**src/hw/usb_event_map.vh**
```
`ifndef USB_EVENT_MAP_VH
`define USB_EVENT_MAP_VH

// Register bus geometry.
`define AXI_AW 8
`define AXI_DW 32
`define RESP_OKAY 2'h0
`define RESP_SLVERR 2'h2

// Register byte offsets.
`define REG_FLAGS 8'h00
`define REG_MASK 8'h04
`define REG_CTRL 8'h08
`define REG_ERREN 8'h0C
`define REG_LINE 8'h10

// Field widths and reset values.
`define FLAG_W 8
`define ERR_W 8
`define FLAG_RST 8'h00
`define MASK_RST 8'h00
`define CTRL_RST 8'h00
`define ERREN_RST 8'h00
`define UPPER_ZERO 24'h000000
`define LINE_PAD 29'h00000000

// Flag bit positions in usb_event_flags.
`define BIT_STALL 7
`define BIT_ATTACH 6
`define BIT_RESUME 5
`define BIT_IDLE 4
`define BIT_TRN 3
`define BIT_FRAME 2
`define BIT_ERR 1
`define BIT_RST 0

// Control register field.
`define BIT_HOST_ROLE_ENABLE 3

// Line timer limits in 4 ns clock cycles: 2.5 us, 2.5 us and 3 ms.
`define CNT_W 20
`define KSTATE_CYC 20'h00271
`define LINE_CYC 20'h00271
`define IDLE_CYC 20'hB71B0

`endif

```
**src/hw/usb_line_sync.v**
```verilog
`timescale 1ns/10ps
`default_nettype none

module usb_line_sync (
  // Clock and reset.
  input wire clk_i,
  input wire rstn_i,
  // Raw pin levels and their synchronised copies.
  input wire dp_i,
  input wire dm_i,
  output reg dp_o,
  output reg dm_o
);

  reg dp_meta_q;
  reg dm_meta_q;

  // Two flops per pin; the first is read only by the second.
  always @(posedge clk_i or negedge rstn_i) begin
    if (!rstn_i) begin
      dp_meta_q <= 1'h0;
      dm_meta_q <= 1'h0;
      dp_o <= 1'h0;
      dm_o <= 1'h0;
    end else begin
      dp_meta_q <= dp_i;
      dm_meta_q <= dm_i;
      dp_o <= dp_meta_q;
      dm_o <= dm_meta_q;
    end
  end

endmodule // usb_line_sync

`default_nettype wire

```
**src/hw/usb_interrupt_flag_bank.v**
```verilog
// What this block does
// - Flag register upper 24 bits read zero.
// - Hardware sets flags; writing one clears them.
// - Host role: received STALL sets bit 7.
// - Peripheral role: sent STALL sets bit 7.
// - Detected peripheral attach sets bit 6.
// - Attach needs host, 2.5 us quiet, no SE0.
// - K-state held 2.5 us sets bit 5.
// - Idle bus for 3 ms sets bit 4.
// - Finished token processing sets bit 3.
// - Clearing bit 3 advances the status FIFO.
// - Unmasked error condition sets bit 1.
// - Only enabled error sources reach bit 1.
// - Peripheral role: valid bus reset sets bit 0.
// - Host role: peripheral detach sets bit 0.
// - Host-enable bit selects host or peripheral role.
//
// Implementation choices: register access over AXI4-Lite and the placing of the registers.
`timescale 1ns/10ps
`default_nettype none
`include "usb_event_map.vh"

module usb_interrupt_flag_bank #(
  parameter [`CNT_W-1:0] IDLE_CYCLES = `IDLE_CYC
) (
  // Clock and reset.
  input wire clk_i,
  input wire rstn_i,
  // AXI4-Lite write address and data.
  input wire [`AXI_AW-1:0] awaddr_i,
  input wire awvalid_i,
  output reg awready_o,
  input wire [`AXI_DW-1:0] wdata_i,
  input wire [3:0] wstrb_i,
  input wire wvalid_i,
  output reg wready_o,
  // AXI4-Lite write response.
  output reg [1:0] bresp_o,
  output reg bvalid_o,
  input wire bready_i,
  // AXI4-Lite read.
  input wire [`AXI_AW-1:0] araddr_i,
  input wire arvalid_i,
  output reg arready_o,
  output reg [`AXI_DW-1:0] rdata_o,
  output reg [1:0] rresp_o,
  output reg rvalid_o,
  input wire rready_i,
  // USB line pins.
  input wire dp_i,
  input wire dm_i,
  // Events from the transaction engine.
  input wire stall_rx_i,
  input wire stall_tx_i,
  input wire token_done_i,
  input wire sof_rx_i,
  input wire frame_thresh_i,
  input wire bus_reset_i,
  input wire [`ERR_W-1:0] err_src_i,
  // Outputs to the system.
  output reg stat_fifo_pop_o,
  output reg host_role_o,
  output reg irq_o
);

  localparam [`CNT_W-1:0] KSTATE_LIM = `KSTATE_CYC;
  localparam [`CNT_W-1:0] LINE_LIM = `LINE_CYC;
  localparam [`CNT_W-1:0] CNT_ONE = 20'h00001;
  localparam [`CNT_W-1:0] CNT_ZERO = 20'h00000;

  reg [`FLAG_W-1:0] flags_q;
  reg [`FLAG_W-1:0] flags_d;
  reg [`FLAG_W-1:0] mask_q;
  reg [`FLAG_W-1:0] ctrl_q;
  reg [`ERR_W-1:0] erren_q;
  reg [`FLAG_W-1:0] set_ev;
  reg [`FLAG_W-1:0] clr_ev;
  reg [`AXI_AW-1:0] awaddr_q;
  reg [`FLAG_W-1:0] wbyte_q;
  reg wstrb0_q;
  reg aw_full_q;
  reg w_full_q;
  reg aw_full_d;
  reg w_full_d;
  reg bvalid_d;
  reg rvalid_d;
  reg wr_go;
  reg [`AXI_DW-1:0] rd_word;
  reg host_prev_q;
  reg attached_q;
  reg [`CNT_W-1:0] kstate_cnt_q;
  reg [`CNT_W-1:0] idle_cnt_q;
  reg [`CNT_W-1:0] line_cnt_q;
  wire dp_s;
  wire dm_s;
  wire host_en;
  wire host_chg;
  wire line_se0;
  wire line_j;
  wire line_k;
  wire line_want;
  wire resume_ev;
  wire idle_ev;
  wire line_ev;
  wire ar_hs;
  wire flag_wr;

  // Drops the byte-lane bits of an address.
  function [`AXI_AW-1:0] align;
    input [`AXI_AW-1:0] a;
    begin
      align = {a[`AXI_AW-1:2], 2'h0};
    end
  endfunction

  // Returns nonzero when the address hits a mapped register.
  function map_hit;
    input [`AXI_AW-1:0] a;
    reg [`AXI_AW-1:0] w;
    begin
      w = {a[`AXI_AW-1:2], 2'h0};
      map_hit = (w == `REG_FLAGS) || (w == `REG_MASK) ||
        (w == `REG_CTRL) || (w == `REG_ERREN) || (w == `REG_LINE);
    end
  endfunction

  // Counts while cond holds, saturating at lim; clears otherwise.
  function [`CNT_W-1:0] bump;
    input [`CNT_W-1:0] c;
    input cond;
    input [`CNT_W-1:0] lim;
    begin
      if (!cond)
        bump = CNT_ZERO;
      else if (c < lim)
        bump = c + CNT_ONE;
      else
        bump = c;
    end
  endfunction

  // Gives a one-cycle hit as the counter reaches its limit.
  function reach;
    input [`CNT_W-1:0] c;
    input cond;
    input [`CNT_W-1:0] lim;
    begin
      reach = cond && (c == lim - CNT_ONE);
    end
  endfunction

  usb_line_sync u_line_sync (
    .clk_i(clk_i),
    .rstn_i(rstn_i),
    .dp_i(dp_i),
    .dm_i(dm_i),
    .dp_o(dp_s),
    .dm_o(dm_s)
  );

  assign host_en = ctrl_q[`BIT_HOST_ROLE_ENABLE];
  assign host_chg = host_en ^ host_prev_q;
  assign line_se0 = ~dp_s & ~dm_s;
  assign line_j = dp_s & ~dm_s;
  assign line_k = ~dp_s & dm_s;
  // Detached waits for a steady non-SE0 line; attached waits for SE0.
  assign line_want = host_en & ~host_chg & (attached_q ? line_se0 :
    ~line_se0);
  assign resume_ev = reach(kstate_cnt_q, line_k, KSTATE_LIM);
  assign idle_ev = reach(idle_cnt_q, line_j, IDLE_CYCLES);
  assign line_ev = reach(line_cnt_q, line_want, LINE_LIM);
  assign ar_hs = arvalid_i & arready_o;
  assign flag_wr = wr_go & wstrb0_q & (align(awaddr_q) == `REG_FLAGS);

  // Line-state timers.
  always @(posedge clk_i or negedge rstn_i) begin
    if (!rstn_i) begin
      kstate_cnt_q <= CNT_ZERO;
      idle_cnt_q <= CNT_ZERO;
      line_cnt_q <= CNT_ZERO;
    end else begin
      kstate_cnt_q <= bump(kstate_cnt_q, line_k, KSTATE_LIM);
      idle_cnt_q <= bump(idle_cnt_q, line_j, IDLE_CYCLES);
      line_cnt_q <= bump(line_cnt_q, line_want, LINE_LIM);
    end
  end

  // Attach state; a role change restarts the host-side logic.
  always @(posedge clk_i or negedge rstn_i) begin
    if (!rstn_i) begin
      attached_q <= 1'h0;
      host_prev_q <= 1'h0;
    end else begin
      host_prev_q <= host_en;
      if (host_chg || !host_en)
        attached_q <= 1'h0;
      else if (line_ev)
        attached_q <= ~attached_q;
    end
  end

  // Event sources per flag, steered by the role.
  always @* begin
    set_ev = `FLAG_RST;
    set_ev[`BIT_STALL] = host_en ? stall_rx_i : stall_tx_i;
    set_ev[`BIT_ATTACH] = line_ev & ~attached_q;
    set_ev[`BIT_RESUME] = resume_ev;
    set_ev[`BIT_IDLE] = idle_ev;
    set_ev[`BIT_TRN] = token_done_i;
    set_ev[`BIT_FRAME] = host_en ? frame_thresh_i : sof_rx_i;
    set_ev[`BIT_ERR] = |(err_src_i & erren_q);
    set_ev[`BIT_RST] = host_en ? (line_ev & attached_q) :
      bus_reset_i;
    clr_ev = flag_wr ? wbyte_q : `FLAG_RST;
    // A set in the same cycle as its clear wins.
    flags_d = (flags_q & ~clr_ev) | set_ev;
  end

  // Flag register, status FIFO pop and interrupt line.
  always @(posedge clk_i or negedge rstn_i) begin
    if (!rstn_i) begin
      flags_q <= `FLAG_RST;
      stat_fifo_pop_o <= 1'h0;
      irq_o <= 1'h0;
      host_role_o <= 1'h0;
    end else begin
      flags_q <= flags_d;
      stat_fifo_pop_o <= clr_ev[`BIT_TRN] & flags_q[`BIT_TRN];
      irq_o <= |(flags_d & mask_q);
      host_role_o <= host_en;
    end
  end

  // Write channel bookkeeping.
  always @* begin
    aw_full_d = aw_full_q | (awvalid_i & awready_o);
    w_full_d = w_full_q | (wvalid_i & wready_o);
    wr_go = aw_full_q & w_full_q & ~bvalid_o;
    if (wr_go) begin
      aw_full_d = 1'h0;
      w_full_d = 1'h0;
    end
    bvalid_d = wr_go | (bvalid_o & ~bready_i);
    rvalid_d = ar_hs | (rvalid_o & ~rready_i);
  end

  always @(posedge clk_i or negedge rstn_i) begin
    if (!rstn_i) begin
      aw_full_q <= 1'h0;
      w_full_q <= 1'h0;
      awready_o <= 1'h0;
      wready_o <= 1'h0;
      bvalid_o <= 1'h0;
      bresp_o <= `RESP_OKAY;
      awaddr_q <= `FLAG_RST;
      wbyte_q <= `FLAG_RST;
      wstrb0_q <= 1'h0;
    end else begin
      aw_full_q <= aw_full_d;
      w_full_q <= w_full_d;
      awready_o <= ~aw_full_d & ~bvalid_d;
      wready_o <= ~w_full_d & ~bvalid_d;
      bvalid_o <= bvalid_d;
      if (awvalid_i && awready_o)
        awaddr_q <= awaddr_i;
      if (wvalid_i && wready_o) begin
        wbyte_q <= wdata_i[`FLAG_W-1:0];
        wstrb0_q <= wstrb_i[0];
      end
      if (wr_go)
        bresp_o <= map_hit(awaddr_q) ? `RESP_OKAY : `RESP_SLVERR;
    end
  end

  // Software-written registers; only byte lane 0 is implemented.
  always @(posedge clk_i or negedge rstn_i) begin
    if (!rstn_i) begin
      mask_q <= `MASK_RST;
      ctrl_q <= `CTRL_RST;
      erren_q <= `ERREN_RST;
    end else if (wr_go && wstrb0_q) begin
      if (align(awaddr_q) == `REG_MASK)
        mask_q <= wbyte_q;
      else if (align(awaddr_q) == `REG_CTRL)
        ctrl_q <= wbyte_q;
      else if (align(awaddr_q) == `REG_ERREN)
        erren_q <= wbyte_q;
    end
  end

  // Read data multiplexer.
  always @* begin
    rd_word = {`UPPER_ZERO, `FLAG_RST};
    if (align(araddr_i) == `REG_FLAGS)
      rd_word = {`UPPER_ZERO, flags_q};
    else if (align(araddr_i) == `REG_MASK)
      rd_word = {`UPPER_ZERO, mask_q};
    else if (align(araddr_i) == `REG_CTRL)
      rd_word = {`UPPER_ZERO, ctrl_q};
    else if (align(araddr_i) == `REG_ERREN)
      rd_word = {`UPPER_ZERO, erren_q};
    else if (align(araddr_i) == `REG_LINE)
      rd_word = {`LINE_PAD, attached_q, dp_s, dm_s};
  end

  always @(posedge clk_i or negedge rstn_i) begin
    if (!rstn_i) begin
      arready_o <= 1'h0;
      rvalid_o <= 1'h0;
      rdata_o <= {`UPPER_ZERO, `FLAG_RST};
      rresp_o <= `RESP_OKAY;
    end else begin
      arready_o <= ~rvalid_d;
      rvalid_o <= rvalid_d;
      if (ar_hs) begin
        rdata_o <= rd_word;
        rresp_o <= map_hit(araddr_i) ? `RESP_OKAY : `RESP_SLVERR;
      end
    end
  end

endmodule // usb_interrupt_flag_bank

`default_nettype wire

```
**config.mk**
```make
export PLATFORM = sky130hd
export DESIGN_NAME = usb_interrupt_flag_bank
export DESIGN_NICKNAME = d
export VERILOG_FILES = /design/src/hw/usb_line_sync.v /design/src/hw/usb_interrupt_flag_bank.v
export VERILOG_INCLUDE_DIRS = /design/src /design/src/hw
export SDC_FILE = /design/constraint.sdc
export NUM_CORES = 1
export LEC_CHECK = 0
export BUFFER_PORTS_ARGS = -buffer_cell sky130_fd_sc_hd__buf_2
export CAP_MARGIN = 10
export CORE_MARGIN = 2
export CORE_UTILIZATION = 40
export DETAILED_ROUTE_END_ITERATION = 7
export GPL_TIMING_DRIVEN = 0
export HOLD_SLACK_MARGIN = 0.08
export PLACE_DENSITY_LB_ADDON = 0.3
export SYNTH_ARGS = -nofsm -noshare
export SYNTH_HDL_FRONTEND = slang
export SYNTH_SLANG_ARGS = --single-unit
```
**constraint.sdc**
```tcl
create_clock -name clk_i -period 5.8 [get_ports clk_i]
set_clock_uncertainty 0.1 [all_clocks]
set_input_delay 0 -clock clk_i [delete_from_list [all_inputs] [get_ports clk_i]]
set_output_delay 0 -clock clk_i [all_outputs]
set_load 0.02 [all_outputs]
```
* Word level (Yosys, flattened, before mapping)
Index checks and enable logic that the tools add are counted.
W data, S select, Z words.
** Cells by class
- Add/subtract/negate cells :: 3
- Order comparisons :: 3
- Equality and inequality tests :: 14
- Muxes and demuxes :: 22
- Bitwise logic cells :: 43
- Reductions and logical operators :: 24
** Operator list (number)
- $mux W20 :: 6
- $add A20 B1 Y20 const B :: 3
- $eq A20 B10 Y1 const B :: 2
- $lt A20 B10 Y1 const B :: 2
- $mux W8 :: 5
- $and A8 B8 Y8 :: 3
- $eq A6 B2 Y1 const B :: 4
- $eq A20 B20 Y1 const B :: 1
- $lt A20 B20 Y1 const B :: 1
- $and A1 B1 Y1 :: 19
- $reduce_or A8 Y1 :: 2
- $not A1 Y1 :: 14
- $eq A6 B1 Y1 const B :: 2
- $eq A6 B3 Y1 const B :: 2
- $logic_not A6 Y1 :: 2
- $logic_or A1 B1 Y1 :: 9
- $mux W1 :: 8
- $not A8 Y8 :: 1
- $or A8 B8 Y8 :: 1
- $logic_and A1 B1 Y1 :: 6
- $ne A2 B1 Y1 const B :: 3
- $mux W2 :: 2
- $or A1 B1 Y1 :: 4
- $reduce_and A4 Y1 :: 1
- 6 further kinds :: 6
** Word-level totals
- Bits in registers :: 160
- Input bits :: 75
- Word-level logic and storage cells :: 137

* Longest topological paths before layout
Gate-level depths: netlist of the first run.
- Word-level depth :: 11
- Mapped depth :: 8
- Gate-level depth less buffers :: 7

* By module
Synthesis of the first run repeated with hierarchy kept, for this count alone.
** Second synthesis, totals
- Cells, all modules :: 590
- Area total of the unflattened synthesis :: 6276.0 um2
** Modules (own cells, without submodules)
- usb_interrupt_flag_bank :: times used 1, cells an instance 586, area each 6175.9 um2, seq. area each 3203.1 um2
- usb_line_sync :: times used 1, cells an instance 4, area each 100.1 um2, seq. area each 100.1 um2

* Least setup slack after synthesis of the first run
Ideal clock, no wire load.
- Kind :: register -> register
- Start :: register awaddr_q[2]
- End :: register irq_o
- Library setup time :: 140 ps
- Arrival :: 1831 ps
- Data required time :: 5560 ps
- Setup slack :: 3728 ps
- Cell stages (with the launch flop) :: 7
- Period minus slack after synthesis :: 2072 ps
- Path through :: dfrtp_1 or4_4 buf_6 o41ai_4 o31ai_2 a2111oi_2 nand4_1
** On the way
- Cells in the longest elaborated chain, start to end :: 8
** Ends and longest elaborated chain
- start, declared :: RTL line usb_interrupt_flag_bank.v:78 : reg [`AXI_AW-1:0] awaddr_q;
- start signal, assigned :: RTL line usb_interrupt_flag_bank.v:255 : awaddr_q <= `FLAG_RST;
- start signal, assigned :: RTL line usb_interrupt_flag_bank.v:265 : awaddr_q <= awaddr_i;
- $logic_not A6 Y1 (no line)
- $and A1 B1 Y1 :: RTL line usb_interrupt_flag_bank.v:173 : assign flag_wr = wr_go & wstrb0_q & (align(awaddr_q) == `REG_FLAGS);
- $mux W8 (no line)
- $not A8 Y8 :: RTL line usb_interrupt_flag_bank.v:216 : flags_d = (flags_q & ~clr_ev) | set_ev;
- $and A8 B8 Y8 :: RTL line usb_interrupt_flag_bank.v:216
- $or A8 B8 Y8 :: RTL line usb_interrupt_flag_bank.v:216
- named net flags_d[4] :: RTL line usb_interrupt_flag_bank.v:72 : reg [`FLAG_W-1:0] flags_d;
- $and A8 B8 Y8 :: RTL line usb_interrupt_flag_bank.v:229 : irq_o <= |(flags_d & mask_q);
- $reduce_or A8 Y1 :: RTL line usb_interrupt_flag_bank.v:229
- end signal, assigned :: RTL line usb_interrupt_flag_bank.v:229
- end, declared :: RTL line usb_interrupt_flag_bank.v:63 : output reg irq_o
The timed path passes the listed nets, and every way through them passes these cells.
A chain may end at the register's enable or synchronous reset.

* Worst setup path after layout of the first run
- Start :: register ctrl_q[3]
- End :: register irq_o
** On the way
- Cells in the longest elaborated chain, start to end :: 10
- Elaborated cells on any way between the ends :: 13
- Those cells by class :: 3 x mux; 8 x bitwise; 2 x reduce/logical
** Ends and longest elaborated chain
- start, declared :: RTL line usb_interrupt_flag_bank.v:74 : reg [`FLAG_W-1:0] ctrl_q;
- start signal, assigned :: RTL line usb_interrupt_flag_bank.v:279 : ctrl_q <= `CTRL_RST;
- start signal, assigned :: RTL line usb_interrupt_flag_bank.v:285 : ctrl_q <= wbyte_q;
- $xor A1 B1 Y1 :: RTL line usb_interrupt_flag_bank.v:162 : assign host_chg = host_en ^ host_prev_q;
- $not A1 Y1 :: RTL line usb_interrupt_flag_bank.v:167 : assign line_want = host_en & ~host_chg & (attached_q ? line_se0 :
- $and A1 B1 Y1 (2 in series) :: RTL line usb_interrupt_flag_bank.v:167
- $logic_and A1 B1 Y1 :: RTL line usb_interrupt_flag_bank.v:148 : reach = cond && (c == lim - CNT_ONE);
- $and A1 B1 Y1 :: RTL line usb_interrupt_flag_bank.v:212 : set_ev[`BIT_RST] = host_en ? (line_ev & attached_q) :
- $mux W1 :: RTL line usb_interrupt_flag_bank.v:212
- $or A8 B8 Y8 (*) :: RTL line usb_interrupt_flag_bank.v:216
- $and A8 B8 Y8 (*) :: RTL line usb_interrupt_flag_bank.v:229
- $reduce_or A8 Y1 (*) :: RTL line usb_interrupt_flag_bank.v:229
Every way passes the cells marked *; elsewhere a longest branch is shown, timed or not.

==> flow_summary_export.csv, run 1 <==
group,metric,value,unit
setup_path,cp-start-kind,"flip-flop",
finish,register_area,0.00330,mm2
detailed_routing,drt-total-wl,14400,um
finish,multi_input_area,0.00268,mm2
logic_synthesis,ys_warn_count,0,
global_routing,grt_pass1_wl,23800,um
timing,fmax,373,MHz
detailed_routing,ant_nets,0,
logic_synthesis,ys_seq_elements,132,
pwr,power_density,346,mW/mm2
finish,syn_to_final_growth,28.5,%
cts,root_buffer,"clkbuf_16",
logic_synthesis,synth_area,0.00628,mm2
logic_synthesis,synth.avg_cell_area,10.6,um2
logic_synthesis,synth-edff-count,0,
cts,cts.sinks,132,
detailed_routing,vias_per_cell,5.13,
timing,final_hold_viol_count,0,
finish,fillerInstances,1334,
global_routing,grt_overflow,0,
setup_path,cp-end-kind,"flip-flop",
floorplanning,fp-row-count,45,
floorplanning,initial_core_util,41.1,%
placed_design,port-buffer-count,59,
timing,rsz0062_at_grt,"no",
cts,cts-htree-levels,4,
setup_path,ff2ff_path_depth,6,
finish,drive_above_1_share,21.5,%
cts,cts_setup_buffers,0,
job,cap_violations,0,
pwr,leakage,3.53,nW
cts,numCtsBuffers,17,
finish,stdcell_area,0.00807,mm2
setup_path,r2r_start,"ctrl_q[3]$_DFFE_PN0P_",
finish,final_util,52.9,%
placed_design,gp_congestion,0.791,
setup_path,reg2reg_slack,3120,ps
setup_path,path_class,"reg -> reg",
finish,nets,820,
worst_hold_path,hold_depth,2,
timing,slew_headroom,45.9,%
cts,cts_tree,"yes",
setup_path,rr_endpoint,"irq_o$_DFF_PN0_",
detailed_routing,drc,0,
floorplanning,dieArea,0.0167,mm2
floorplanning,die_w,129,um
cts,insertion_delay,420,ps
cts,clkTransAtPathRegs,60,ps
setup_path,required,5970,ps
pwr,ir_worst_vdd,0.212,mV
timing,period_share,46.2,%
placed_design,dp_hpwl,9840,um
finish,diodes,0,
worst_hold_path,min_from,"dm_i",
floorplanning,io_pins,119,
logic_synthesis,async_flop_share,100,%
global_routing,grt_max_degree,94,
timing,setup_viol,0,
detailed_routing,drt_iter0_markers,384,
logic_synthesis,synth_ff_type,"dfrtp_1",
detailed_routing,routedWlPerCell,15.0,um
worst_hold_path,min_to,"u_line_sync.dm_meta_q$_DFF_PN0_",
logic_synthesis,ys_seq_area_share,52.6,%
placed_design,placed_area,0.00696,mm2
setup_path,arrival,2850,ps
timing,worstMarginPinSlew,812,ps
logic_synthesis,synth_cell_type_count,65,
timing,fin_tns_setup,0,ps
timing,fin_crit,2680,ps
run_status,status,"complete, no violations",
global_routing,grt_use_total,18.1,%
floorplanning,die_height,129,um
floorplanning,core,0.0153,mm2
cts,clockBufferDepth,2,
detailed_routing,firstDrtPassIters,5,
timing,slew_violations,0,
detailed_routing,vias,4944,
worst_hold_path,hold_class,"in -> reg",
setup_path,crit_fanout,8,
global_routing,grt_pass1_vias,4782,
logic_synthesis,synthCells,590,
global_routing,antenna_found_initial,0,
-- state kept, by name (all words and copies together) (netlist names), 6 cells and up --
signal        count
rdata_o           8
mask_q            8
line_cnt_q       20
flags_q           8
kstate_cnt_q     20
idle_cnt_q       20
ctrl_q            8
awaddr_q          6
erren_q           8
wbyte_q           8
-- cell families after synthesis --
group	synth area share [%]
flops	52.6
compound gates	12.1
buf+inv	6.18
xor+xnor	2.37
fa+ha+maj	0.997
mux	7.81
simple gates	17.8
other cells	0.0598
-- metal layers --
metal  wire length (um)  vias up  track usage, %
li1                   -     2364               -
met1               6570     2419            24.5
met2               6980      141            29.3
met3                694       20            4.13
met4                177        0            5.63
met5                  0        -               0
-- stage by stage --
step                      setup slack, ps  power [W]  hold WS, ps  std cells
final                                3120    0.00279          125        964
after global routing                 3040    0.00291          117        964
after CTS                            3140    0.00280         98.2        964
after detailed placement             3430    0.00159         -161        886
after global placement               2930    0.00156         13.2        885
after floorplan                      3730    0.00143         -396        615
-- how the worst max path moves through the flow --
stage | slack (ps) | to | startpoint
5_1_grt | 3040 | irq_o$_DFF_PN0_ | ctrl_q[3]$_DFFE_PN0P_
2_1_floorplan | 3730 | irq_o$_DFF_PN0_ | awaddr_q[2]$_DFFE_PN0P_
3_5_place_dp | 3430 | irq_o$_DFF_PN0_ | awaddr_q[2]$_DFFE_PN0P_
4_1_cts | 3140 | irq_o$_DFF_PN0_ | ctrl_q[3]$_DFFE_PN0P_
3_3_place_gp | 2930 | bvalid_o$_DFF_PN0_ | rstn_i
6_report | 3120 | irq_o$_DFF_PN0_ | ctrl_q[3]$_DFFE_PN0P_
-- power breakdown --
| group | switching [W] | internal (W) | total (W) | leakage (nW) |
|---|---|---|---|---|
| Combinational | 0.000251 | 0.000241 | 0.000492 | 1.47 |
| Clock | 0.000402 | 0.000742 | 0.00114 | 0.299 |
| Sequential | 0.000106 | 0.00105 | 0.00116 | 1.76 |
-- synth_stat cells, drive strengths merged (5+ instances only) --
library cell	count	area [um2]
dfrtp	132	3300
buf	30	219
mux2	24	270
and3	6	37.5
nor3	8	55.1
a22oi	8	60.1
or3	15	93.8
a21oi	23	115
ha	5	62.6
a2111oi	7	67.6
nand2	52	195
nor2	32	120
mux4	8	180
nand4	11	68.8
o21ai	49	245
inv	26	97.6
clkbuf	19	71.3
nand3	18	90.1
nand2b	7	43.8
xnor2	16	140
and2	24	150
nor4	13	81.3
-- layout make-up --
cell class / instances / share of cell area [%]
repair buffers: 106 / 9.91
flip-flops and latches: 132 / 40.9
clock inverters: 12 / 2.20
well taps: 211 / 3.27
clock buffers: 20 / 5.66
multi-input cells: 408 / 33.2
plain buffers: 49 / 3.60
inverters: 26 / 1.21
-- layout by cell type (no fill, tap or decap), types with 11 or more instances in the layout --
master | synthesis | final
mux2_2 | 22 | 22
dlygate4sd3_1 | 0 | 45
a21oi_1 | 23 | 23
nand3_1 | 18 | 18
conb_1 | 1 | 26
dfrtp_1 | 132 | 132
buf_2 | 1 | 59
clkbuf_16 | 0 | 17
o21ai_0 | 46 | 46
xnor2_1 | 16 | 16
nor4_1 | 13 | 13
nand4_1 | 11 | 11
clkbuf_1 | 19 | 20
inv_1 | 26 | 26
nand2_1 | 52 | 52
or3_1 | 15 | 15
buf_4 | 26 | 26
and2_1 | 24 | 24
nor2_1 | 32 | 32
-- repair_timing --
action	4_1_cts	5_1_grt
hold endpoints to repair	170	0
hold buffers	46	0
gates resized for setup	0	0
-- critical path: stages (launching register included) --
cell	delay, ps
dfrtp_1	340
clkbuf_1	370
mux2_2	390
dlygate4sd3_1	590
a22o_1	200
a2111oi_2	370
nand4_1	170
(Power assumes the default switching activity.)
==> inputs of run 2 (changes only) <==
==> constraint.sdc (replaced) <==
create_clock -name clk_i -period 2.3 [get_ports clk_i]
set_clock_uncertainty 0.1 [all_clocks]
set_input_delay 0 -clock clk_i [delete_from_list [all_inputs] [get_ports clk_i]]
set_output_delay 0 -clock clk_i [all_outputs]
set_load 0.02 [all_outputs]
==> run 2 against run 1 <==
  * Clock power grew to 2.5 times the previous value
  * Critical path depth unchanged
  * First-iteration DRC count is 2.9% higher
  * Non-clock buffer count grew 4
  * Final cell count grew 0.41%
  * Register-to-register slack lost 3100 ps
  * Final area rose by 1.5%
  * Fmax increased by 20%
  * Combinational power grew to 2.6 times the previous value
  * Sequential power grew to 2.5 times the previous value
  * Critical path type unchanged
  * Critical endpoint unchanged
==> flow_summary_export.csv, run 2 (synthesis results as in run 1) <==
group,metric,value,unit
global_routing,grt_pass1_vias,4770,
global_routing,grt-busiest-layer,"met2",
pwr,power_density,866,mW/mm2
setup_path,ff2ff_path_depth,6,
pwr,seqPwrFrac,41.1,%
floorplanning,initial_core_util,41.1,%
pwr,p_comb_share,18.2,%
timing,period_share,97.0,%
floorplanning,core,0.0153,mm2
timing,fmax,448,MHz
pwr,p_int,0.00515,W
cts,cts.sinks,132,
finish,multi_input_area,0.00276,mm2
finish,reg_top3,"idle_cnt_q: 20 flops, kstate_cnt_q: 20 flops, line_cnt_q: 20 flops",
timing,final_hold_viol_count,0,
finish,syn_to_final_growth,30.5,%
timing,worstMarginPinSlew,780,ps
setup_path,crit_fanout,6,
floorplanning,io_pins,119,
global_routing,antenna_found_initial,0,
detailed_routing,ant_nets,0,
worst_hold_path,hold_depth,2,
global_routing,grt_max_degree,94,
cts,cts-htree-levels,4,
global_routing,use_met2,29.4,%
setup_path,required,2470,ps
finish,fillerInstances,1315,
detailed_routing,drt_iter0_markers,395,
global_routing,grt_use_total,18.2,%
finish,register_area,0.00330,mm2
cts,insertion_delay,420,ps
pwr,power,0.00709,W
timing,fin_crit,2230,ps
floorplanning,fp-row-count,45,
global_routing,grt_pass1_wl,23800,um
pwr,switchingPower,0.00194,W
cts,numCtsBuffers,17,
run_status,status,"complete, no violations",
floorplanning,die_height,129,um
detailed_routing,vias,4902,
global_routing,grt_overflow,0,
setup_path,cp-start-kind,"flip-flop",
worst_hold_path,hold_class,"in -> reg",
setup_path,path_class,"reg -> reg",
finish,layout_commonest_cell,"dfrtp_1",
finish,diodes,0,
timing,setup_viol,0,
pwr,leakage,3.60,nW
floorplanning,die_w,129,um
pwr,clkPwrFrac,40.7,%
placed_design,place_ws,-69.3,ps
floorplanning,dieArea,0.0167,mm2
finish,stdcell_area,0.00819,mm2
timing,holdWs,122,ps
timing,slew_headroom,48.0,%
timing,rsz0062_at_grt,"yes",
detailed_routing,firstDrtPassIters,5,
detailed_routing,drt-total-wl,14600,um
cts,clkTransAtPathRegs,60,ps
global_routing,grt_use_met1,24.5,%
pwr,ir_worst_vdd,0.543,mV
cts,cts_tree,"yes",
detailed_routing,routedWlPerCell,15.0,um
timing,fin_ws,68.7,ps
finish,nets,824,
cts,root_buffer,"clkbuf_16",
setup_path,arrival,2400,ps
detailed_routing,drc,0,
pwr,p_sw_share,27.3,%
global_routing,globalRouteMet3Util,4.00,%
placed_design,dp_hpwl,9840,um
job,cap_violations,0,
cts,clockBufferDepth,2,
finish,drive_above_1_share,23.4,%
finish,mostFrequentLayoutCells,"132 x dfrtp_1, 60 x buf_2, 52 x nand2_1, 45 x o21ai_0, 45 x dlygate4sd3_1",
placed_design,gp_congestion,0.791,
placed_design,port-buffer-count,59,
detailed_routing,vias_per_cell,5.06,
timing,slew_violations,0,
placed_design,placed_area,0.00696,mm2
setup_path,cp-end-kind,"flip-flop",
==> run 2: cell count changes in the layout (fill, tap and decap cells not counted), moves of 2 or more <==
cell,previous run,this run
clkbuf_1,20,15
buf_4,26,31
clkbuf_2,0,3
a2111oi_1,0,4
nor3_4,0,2
nor3_2,3,1
a2111oi_0,6,2
==> run 2: layer usage <==
layer | wire [um] | up-vias
li1 | - | 2362
met1 | 6540 | 2416
met2 | 7170 | 110
met3 | 727 | 14
met4 | 113 | 0
met5 | 0 | -
==> run 2: worst paths after layout <==
check | start | to | slack (ps)
worst max-delay path | awaddr_q[2]$_DFFE_PN0P_ | irq_o$_DFF_PN0_ | 70
worst min-delay path | dm_i | u_line_sync.dm_meta_q$_DFF_PN0_ | 120
worst max register to register | awaddr_q[2]$_DFFE_PN0P_ | irq_o$_DFF_PN0_ | 70
worst min register to register | u_line_sync.dm_meta_q$_DFF_PN0_ | u_line_sync.dm_o$_DFF_PN0_ | 260
max in group asynchronous | rstn_i | erren_q[7]$_DFFE_PN0P_ | 1110
min in group asynchronous | rstn_i | line_cnt_q[3]$_DFFE_PN0P_ | 550
==> run 2: critical path, cell delays in order, from the launching register on <==
cell	delay, ps
dfrtp_1	390
or4_4	540
buf_6	160
o41ai_4	250
o31ai_4	160
a2111oi_4	320
nand4_1	160
==> run 2: final cells by class <==
type	count	share of cell area [%]
Sequential cell	132	40.3
Multi-Input combinational cell	408	33.7
Timing Repair Buffer	111	10.2
Clock buffer	20	5.58
Buffer	48	3.56
Tap cell	211	3.22
Clock inverter	12	2.17
Inverter	26	1.19
==> run 2: metrics by stage <==
step / util, % / TNS (ps) / cells
global placement: 45.4 / -74380 / 885
detailed placement: 45.6 / -69.3 / 886
global route: 53.7 / -67.2 / 968
floorplan: - / 0 / 615
finish: 53.7 / 0 / 968
CTS: 53.0 / 0 / 964
==> run 2: timing repair <==
| item | in CTS | in global routing |
|---|---|---|
| buffers inserted | 0 | 5 |
| pin swaps | 1 | 3 |
| endpoints found under the hold margin | 170 | 0 |
| gates resized for setup | 2 | 24 |
| hold buffers | 46 | 0 |
| endpoints found under the setup margin | 1 | 41 |
==> run 2: power by group through the flow <==
stage / clock (W) / sequential (W) / combinational (W)
after detailed placement: 0 / 0.00295 / 0.00106
final: 0.00288 / 0.00291 / 0.00129
after floorplan: 0 / 0.00293 / 0.000674
after CTS: 0.00293 / 0.00291 / 0.00123
after global routing: 0.00303 / 0.00295 / 0.00142
after global placement: 0 / 0.00293 / 0.00101
